==> config.mk <==
export PLATFORM = sky130hd
export DESIGN_NAME = ctim_regs
export DESIGN_NICKNAME = d
export VERILOG_FILES = /design/src/ctim_pkg.sv /design/src/ctim_regs.sv
export VERILOG_INCLUDE_DIRS = /design/src
export SDC_FILE = /design/constraint.sdc
export NUM_CORES = 1
export LEC_CHECK = 0
export ABC_AREA = 0
export BUFFER_PORTS_ARGS = -buffer_cell sky130_fd_sc_hd__buf_4
export CORE_MARGIN = 4
export CORE_UTILIZATION = 59
export CTS_BUF_LIST = sky130_fd_sc_hd__clkbuf_8
export CTS_CLUSTER_SIZE = 8
export DETAILED_ROUTE_END_ITERATION = 10
export PLACE_DENSITY = 0.87
export SKIP_CTS_REPAIR_TIMING = 1
export SYNTH_ARGS = -nofsm -noshare
export SYNTH_HDL_FRONTEND = slang
export SYNTH_SLANG_ARGS = --single-unit
==> constraint.sdc <==
create_clock -name core_clk_i -period 2.76 [get_ports core_clk_i]
set_clock_uncertainty 0.15 [all_clocks]
set_input_delay 0.552 -clock core_clk_i [delete_from_list [all_inputs] [get_ports core_clk_i]]
set_output_delay 0.552 -clock core_clk_i [all_outputs]
set_load 0.02 [all_outputs]
==> src/ctim_cfg.svh <==
// Offsets, field positions, reset values and widths of the threshold and mask registers.
`ifndef CTIM_CFG_SVH
`define CTIM_CFG_SVH

// ----------------------------------------------------------------------------
// Register map
// ----------------------------------------------------------------------------
`define CTIM_ADDR_W            6
`define CTIM_DATA_W            16
`define CTIM_OFF_THRESH        6'h04
`define CTIM_OFF_MASK          6'h05

// ----------------------------------------------------------------------------
// Reset values and writable bits
// ----------------------------------------------------------------------------
`define CTIM_THRESH_RST        16'h008d
`define CTIM_MASK_RST          16'h8000
`define CTIM_MASK_WR_BITS      16'h9f1f

// ----------------------------------------------------------------------------
// Field positions
// ----------------------------------------------------------------------------
`define CTIM_LEVEL_HI          15
`define CTIM_LEVEL_LO          8
`define CTIM_OFFSET_HI         7
`define CTIM_OFFSET_LO         0
`define CTIM_BIT_ATTN          15
`define CTIM_BIT_RAM_ADDR      12
`define CTIM_BIT_ARB_BUSY      11
`define CTIM_BIT_STRM_DATA     10
`define CTIM_BIT_SYNTH_LOOP    9
`define CTIM_BIT_DEEP_DOZE     8
`define CTIM_BIT_DOZE          4
`define CTIM_BIT_CMP_FOUR      3
`define CTIM_BIT_CMP_THREE     2
`define CTIM_BIT_CMP_TWO       1
`define CTIM_BIT_CMP_ONE       0

// ----------------------------------------------------------------------------
// Interrupt sources
// ----------------------------------------------------------------------------
`define CTIM_NUM_SRC           10

`endif

==> src/ctim_pkg.sv <==
// Types shared by the threshold and interrupt mask register block.
package ctim_pkg;

    typedef struct packed {
        logic        wr;
        logic        rd;
        logic [5:0]  addr;
        logic [15:0] wdata;
    } ctim_reg_req_type;

    typedef struct packed {
        logic       valid;
        logic [7:0] value;
    } ctim_meas_type;

    typedef enum logic [1:0] {
        CTIM_AWAKE = 2'b01,
        CTIM_DOZE  = 2'b10
    } ctim_state_type;

endpackage

==> src/ctim_regs.sv <==
// Threshold, gain offset and interrupt mask registers with interrupt pin and doze exit control.
//
// Summary of operation
// - Upper byte holds channel clear level, resets zero.
// - Lower byte holds gain offset, resets 0x8d.
// - Result is measurement plus half the offset.
// - Pending source with gate set drives interrupt.
// - Status read clears the pending interrupts.
// - Bit 15 gates attention, set after reset.
// - Bit 12 gates packet buffer address error.
// - Bit 11 gates packet buffer arbiter busy.
// - Bit 10 gates streaming data error.
// - Bit 9 gates synthesizer loop unlock.
// - Deep doze waits for wake, stops timers.
// - Normal doze exits on comparator two or wake.
// - Bit 4 gates doze timer flag.
// - Bits 3 to 0 gate compare flags.
// - Sixteen bit access, reads have no effect.
`include "ctim_cfg.svh"

module ctim_regs #(
    parameter int NUM_SRC = `CTIM_NUM_SRC
) (
    input  wire logic                         core_clk_i,
    input  wire logic                         rst_n_i,
    input  wire ctim_pkg::ctim_reg_req_type   reg_req_i,
    output logic [15:0]                       reg_rdata_o,
    input  wire ctim_pkg::ctim_meas_type      meas_i,
    output ctim_pkg::ctim_meas_type           result_o,
    output logic [7:0]                        channel_clear_level_o,
    input  wire logic [NUM_SRC-1:0]           src_flag_i,
    input  wire logic                         status_read_i,
    output logic                              irq_n_o,
    input  wire logic                         doze_req_i,
    input  wire logic                         timer_comparator_two_i,
    input  wire logic                         wake_req_i,
    output logic                              doze_o,
    output logic                              timer_clk_en_o
);

    // ------------------------------------------------------------------------
    // Source gate selection
    // ------------------------------------------------------------------------
    // Source order: 0..3 compare one..four, 4 doze, 5 synth loop,
    // 6 streaming data, 7 arbiter busy, 8 address error, 9 attention.
    function automatic logic [NUM_SRC-1:0] gate_of(input logic [15:0] m);
        logic [NUM_SRC-1:0] g;
        g    = '0;
        g[0] = m[`CTIM_BIT_CMP_ONE];
        g[1] = m[`CTIM_BIT_CMP_TWO];
        g[2] = m[`CTIM_BIT_CMP_THREE];
        g[3] = m[`CTIM_BIT_CMP_FOUR];
        g[4] = m[`CTIM_BIT_DOZE];
        g[5] = m[`CTIM_BIT_SYNTH_LOOP];
        g[6] = m[`CTIM_BIT_STRM_DATA];
        g[7] = m[`CTIM_BIT_ARB_BUSY];
        g[8] = m[`CTIM_BIT_RAM_ADDR];
        g[9] = m[`CTIM_BIT_ATTN];
        return g;
    endfunction

    logic [15:0]              thresh_reg;
    logic [15:0]              mask_reg;
    logic [15:0]              rdata_reg;
    ctim_pkg::ctim_meas_type  result_reg;
    logic [NUM_SRC-1:0]       flag_d_reg;
    logic [NUM_SRC-1:0]       pend_reg;
    logic [NUM_SRC-1:0]       pend_next;
    logic [NUM_SRC-1:0]       gate;
    logic                     irq_n_reg;
    logic                     wake_meta_reg;
    logic                     wake_sync_reg;
    ctim_pkg::ctim_state_type state_reg;
    ctim_pkg::ctim_state_type state_next;
    logic                     clk_en_reg;
    logic                     deep;
    logic                     wr_thresh;
    logic                     wr_mask;

    assign wr_thresh = reg_req_i.wr && (reg_req_i.addr == `CTIM_OFF_THRESH);
    assign wr_mask   = reg_req_i.wr && (reg_req_i.addr == `CTIM_OFF_MASK);
    assign gate      = gate_of(mask_reg);
    assign deep      = mask_reg[`CTIM_BIT_DEEP_DOZE];

    // ------------------------------------------------------------------------
    // Register writes
    // ------------------------------------------------------------------------
    always_ff @(posedge core_clk_i or negedge rst_n_i) begin
        if (!rst_n_i) begin
            thresh_reg <= `CTIM_THRESH_RST;
        end else if (wr_thresh) begin
            thresh_reg <= reg_req_i.wdata;
        end
    end

    always_ff @(posedge core_clk_i or negedge rst_n_i) begin
        if (!rst_n_i) begin
            mask_reg <= `CTIM_MASK_RST;
        end else if (wr_mask) begin
            mask_reg <= (reg_req_i.wdata & `CTIM_MASK_WR_BITS)
                      | (`CTIM_MASK_RST & ~`CTIM_MASK_WR_BITS);
        end
    end

    // ------------------------------------------------------------------------
    // Register reads
    // ------------------------------------------------------------------------
    always_ff @(posedge core_clk_i or negedge rst_n_i) begin
        if (!rst_n_i) begin
            rdata_reg <= 16'h0000;
        end else if (reg_req_i.rd) begin
            unique case (reg_req_i.addr)
                `CTIM_OFF_THRESH: rdata_reg <= thresh_reg;
                `CTIM_OFF_MASK:   rdata_reg <= mask_reg;
                default:          rdata_reg <= 16'h0000;
            endcase
        end
    end

    assign reg_rdata_o           = rdata_reg;
    assign channel_clear_level_o = thresh_reg[`CTIM_LEVEL_HI:`CTIM_LEVEL_LO];

    // ------------------------------------------------------------------------
    // Gain compensated result
    // ------------------------------------------------------------------------
    always_ff @(posedge core_clk_i or negedge rst_n_i) begin
        if (!rst_n_i) begin
            result_reg <= '0;
        end else begin
            result_reg.valid <= meas_i.valid;
            if (meas_i.valid) begin
                result_reg.value <= meas_i.value
                    + {1'b0, thresh_reg[`CTIM_OFFSET_HI:`CTIM_OFFSET_LO+1]};
            end
        end
    end

    assign result_o = result_reg;

    // ------------------------------------------------------------------------
    // Pending interrupts and interrupt pin
    // ------------------------------------------------------------------------
    always_comb begin
        pend_next = pend_reg;
        if (status_read_i) begin
            pend_next = '0;
        end
        pend_next = pend_next | (src_flag_i & ~flag_d_reg);
    end

    always_ff @(posedge core_clk_i or negedge rst_n_i) begin
        if (!rst_n_i) begin
            flag_d_reg <= '0;
            pend_reg   <= '0;
        end else begin
            flag_d_reg <= src_flag_i;
            pend_reg   <= pend_next;
        end
    end

    always_ff @(posedge core_clk_i or negedge rst_n_i) begin
        if (!rst_n_i) begin
            irq_n_reg <= 1'b1;
        end else begin
            irq_n_reg <= ~|(pend_reg & gate);
        end
    end

    assign irq_n_o = irq_n_reg;

    // ------------------------------------------------------------------------
    // Wake pin synchroniser
    // ------------------------------------------------------------------------
    always_ff @(posedge core_clk_i or negedge rst_n_i) begin
        if (!rst_n_i) begin
            wake_meta_reg <= 1'b0;
            wake_sync_reg <= 1'b0;
        end else begin
            wake_meta_reg <= wake_req_i;
            wake_sync_reg <= wake_meta_reg;
        end
    end

    // ------------------------------------------------------------------------
    // Doze control
    // ------------------------------------------------------------------------
    always_comb begin
        state_next = state_reg;
        unique case (state_reg)
            ctim_pkg::CTIM_AWAKE: begin
                if (doze_req_i) begin
                    state_next = ctim_pkg::CTIM_DOZE;
                end
            end
            ctim_pkg::CTIM_DOZE: begin
                if (wake_sync_reg) begin
                    state_next = ctim_pkg::CTIM_AWAKE;
                end else if (!deep && timer_comparator_two_i) begin
                    state_next = ctim_pkg::CTIM_AWAKE;
                end
            end
            default: state_next = ctim_pkg::CTIM_AWAKE;
        endcase
    end

    always_ff @(posedge core_clk_i or negedge rst_n_i) begin
        if (!rst_n_i) begin
            state_reg <= ctim_pkg::CTIM_AWAKE;
        end else begin
            state_reg <= state_next;
        end
    end

    always_ff @(posedge core_clk_i or negedge rst_n_i) begin
        if (!rst_n_i) begin
            clk_en_reg <= 1'b1;
        end else begin
            clk_en_reg <= !((state_next == ctim_pkg::CTIM_DOZE) && deep);
        end
    end

    assign doze_o         = state_reg[1];
    assign timer_clk_en_o = clk_en_reg;
endmodule // ctim_regs

==> flow_summary_export.csv <==
group,metric,value,unit
logic_synthesis,ys_warns,0,
drt,finalWirelength,7.29,mm
timing,grt_setup_unrepaired,"false",
pwr,vdd_drop_max,0.550,mV
timing,slew_headroom,37.4,%
clocking,insertion_delay,340,ps
clocking,clk_pin_slew,70,ps
critical_path,timing.critical_path.max_delay_family,"simple AND/OR/NAND/NOR gates",
logic_synthesis,synth-seq-cells,78,
clocking,cts.root.buffer_cell,"sky130_fd_sc_hd__clkbuf_8",
timing,worstMarginPinSlew,939,ps
critical_path,cpMostUsedCell,"sky130_fd_sc_hd__buf_4",
final_layout,design_area,0.00435,mm2
floorplanning,die_height,85.1,um
final_layout,fin_util,77.0,%
final_layout,antenna_cells_inserted,0,
job,cap_violations,0,
worst_hold_path,hold_class,"in -> reg",
logic_synthesis,seq_total_area_yosys,55.9,%
pwr,intPower,2080,uW
placement,place_congestion,0.784,
final_layout,areaGrowthSynthToFinish,23.9,%
clocking,max_root_sink_buffers,2,
global_routing,grt_use_total,21.6,%
pwr,p_leak,0.00213,uW
drt,ant_nets,0,
critical_path,critPathKind,"in -> reg",
timing,final_period_minus_worst_setup_slack,2080,ps
pwr,sequentialPowerShare,47.5,%
critical_path,critical_path_buf_inv_count,3,
logic_synthesis,synth_top_cell_by_area,"sky130_fd_sc_hd__dfrtp_1",
logic_synthesis,synthCells,300,
critical_path,ordered_list_of_cells_on_the_worst_path,"buf_4, nand2b_1, or4_1, buf_4, nor2_1, buf_4, mux2_2",
global_routing,antenna_violations_before_repair,0,
placement,post_dp_cell_area,0.00414,mm2
floorplanning,die_area,0.00724,mm2
critical_path,end_kind,"register",
placement,detailed_place_hpwl,5.32,mm
logic_synthesis,synth_area,0.00351,mm2
pwr,switching_share,28.6,%
outcome,outcome,"complete, no violations",
global_routing,first_global_vias,2545,
floorplanning,floorplan.io_pins,85,
pwr,share_clk_of_total_power,29.3,%
placement,io_buffer_count,84,
timing,final_max_slew_viol_count,0,
pwr,comb_power_share,23.1,%
drt,drt_first_iter_violations,134,
final_layout,drive_gt1_share,39.4,%
drt,wire_per_inst,16.0,um
timing,layout_worst_path_cycle_share,75.2,%
logic_synthesis,synth_nets,359,
logic_synthesis,synth.top_cells.by_count,"sky130_fd_sc_hd__dfrtp_1, sky130_fd_sc_hd__inv_1, sky130_fd_sc_hd__mux2_2",
clocking,tritoncts_num_sinks,78,
logic_synthesis,synth.distinct_cells,40,
critical_path,critical_path_peak_fanout,13,
timing,final.setup.tns,0,ps
logic_synthesis,post-synth-top-count-cell,"sky130_fd_sc_hd__dfrtp_1",
clocking,tritoncts.num_buffers,9,
clocking,clock_tree_from_tritoncts,"done",
logic_synthesis,yosys-top-cells-area,"sky130_fd_sc_hd__dfrtp_1, sky130_fd_sc_hd__mux2_2, sky130_fd_sc_hd__dfstp_2",
floorplanning,die_width,85.1,um
logic_synthesis,ys_async_sr_fraction,100,%
logic_synthesis,average_cell_area_after_synthesis,11.7,um2
timing,endpoints_failing_setup,0,
critical_path,critPathSlowestCell,"sky130_fd_sc_hd__or4_1",
timing,fmaxAchievable,482,MHz
floorplanning,fp.coreArea,0.00564,mm2
drt,detailroute.via_count,2455,
drt,route.detailed.vias_per_inst,5.40,
logic_synthesis,synth_enable_flop_cells,0,
floorplanning,num_rows,27,
drt,drt-pass1-iter-count,4,
global_routing,grt_overflow_total,0,
critical_path,worst-endpoint-required,2830,ps
global_routing,first_pass_grt_wire_length,12.1,mm
drt,remaining_drcs,0,
pwr,cellPowerDensity,669,mW/mm2
global_routing,grt_max_degree,79,
clocking,htree_depth,3,
final_layout,finish.net_count,437,
critical_path,critPathMaxStageDelay,470,ps
timing,finalHoldViolCount,0,
logic_synthesis,primary_flip_flop_cell_chosen_by_synthesis_mapping,"sky130_fd_sc_hd__dfrtp_1",
floorplanning,initial_utilization,62.2,%
critical_path,setup.worst_path.start_class,"primary input",
pwr,power.switching,831,uW
critical_path,critPathArrivalTime,2150,ps
logic_synthesis,synth_top_cell_area_share,49.9,%
==> through the flow <==
stage	instances	power, uW	worst slack (ps)	hold slack, ps
2_1_floorplan	300	1820	436	106
3_3_place_gp	439	2030	388	182
3_5_place_dp	439	2080	337	187
4_1_cts	455	2920	691	152
5_1_grt	455	3060	591	145
6_report	455	2910	684	166
==> layout by cell type (no fill, tap or decap), drive strengths merged, types with 2 or more instances in the layout <==
cell type and instances:
buf 87, dfrtp 70, inv 49, mux2 41, o22ai 27, nand2 20
clkbuf 11, o21ai 10, a21oi 9, ha 9, dfstp 8, nor2 5
o211ai 3, mux2i 3, a22o 2, a221oi 2, nor2b 2, nand3b 2
a211oi 2, nand3 2
==> power groups by stage <==
stage               Sequential [uW]  Combinational [uW]  Clock (uW)
global placement               1390                 636           0
floorplan                      1440                 384           0
global route                   1400                 736         922
CTS                            1380                 679         862
finish                         1380                 673         852
detailed placement             1400                 674           0
==> cell families (layout without fill, tap and decap cells) <==
family          after synthesis  in the layout  share of synthesized area (%)
compound gates               60             60                           10.7
xor+xnor                      2              2                          0.500
fa+ha+maj                    10             10                           3.78
buf+inv                      67            150                           8.42
flops                        78             78                           55.9
mux                          44             44                           15.1
simple gates                 39             39                           5.53
==> final timing paths <==
path / startpoint / end / slack (ps) / cells after the start
worst max-delay path: reg_req_i[19] / mask_reg[10] / 680 / 7
worst min-delay path: wake_req_i / wake_meta_reg / 170 / 1
worst max register to register: thresh_reg[1] / result_o[4] / 720 / 7
worst min register to register: wake_meta_reg / wake_sync_reg / 200 / 0
max in group asynchronous: rst_n_i / flag_d_reg[2] / 1650 / 1
min in group asynchronous: rst_n_i / result_o[8] / 190 / 1
==> routing by layer <==
layer | vias to the layer above | wire, um | GRT usage [%]
li1 | 1176 | - | -
met1 | 1190 | 2980 | 27.6
met2 | 77 | 3760 | 35.8
met3 | 12 | 413 | 4.47
met4 | 0 | 137 | 9.06
met5 | - | 0 | 0
==> area by class of cell <==
class	instances	area, um2
inverter	47	176
clock buffer	11	151
timing repair buffer	87	666
fill	386	1300
multi-input combinational	155	1250
sequential	78	1960
tap	72	90.1
clock inverter	5	50.0
==> worst register-to-register path, cell delays in order (launching register included) <==
cell	delay, ps
sky130_fd_sc_hd__dfrtp_1	420
sky130_fd_sc_hd__ha_1	210
sky130_fd_sc_hd__inv_1	60
sky130_fd_sc_hd__fa_1	400
sky130_fd_sc_hd__nor2b_1	170
sky130_fd_sc_hd__o31a_1	180
sky130_fd_sc_hd__a21oi_1	60
sky130_fd_sc_hd__mux2_2	270
(Power assumes the default switching activity.)
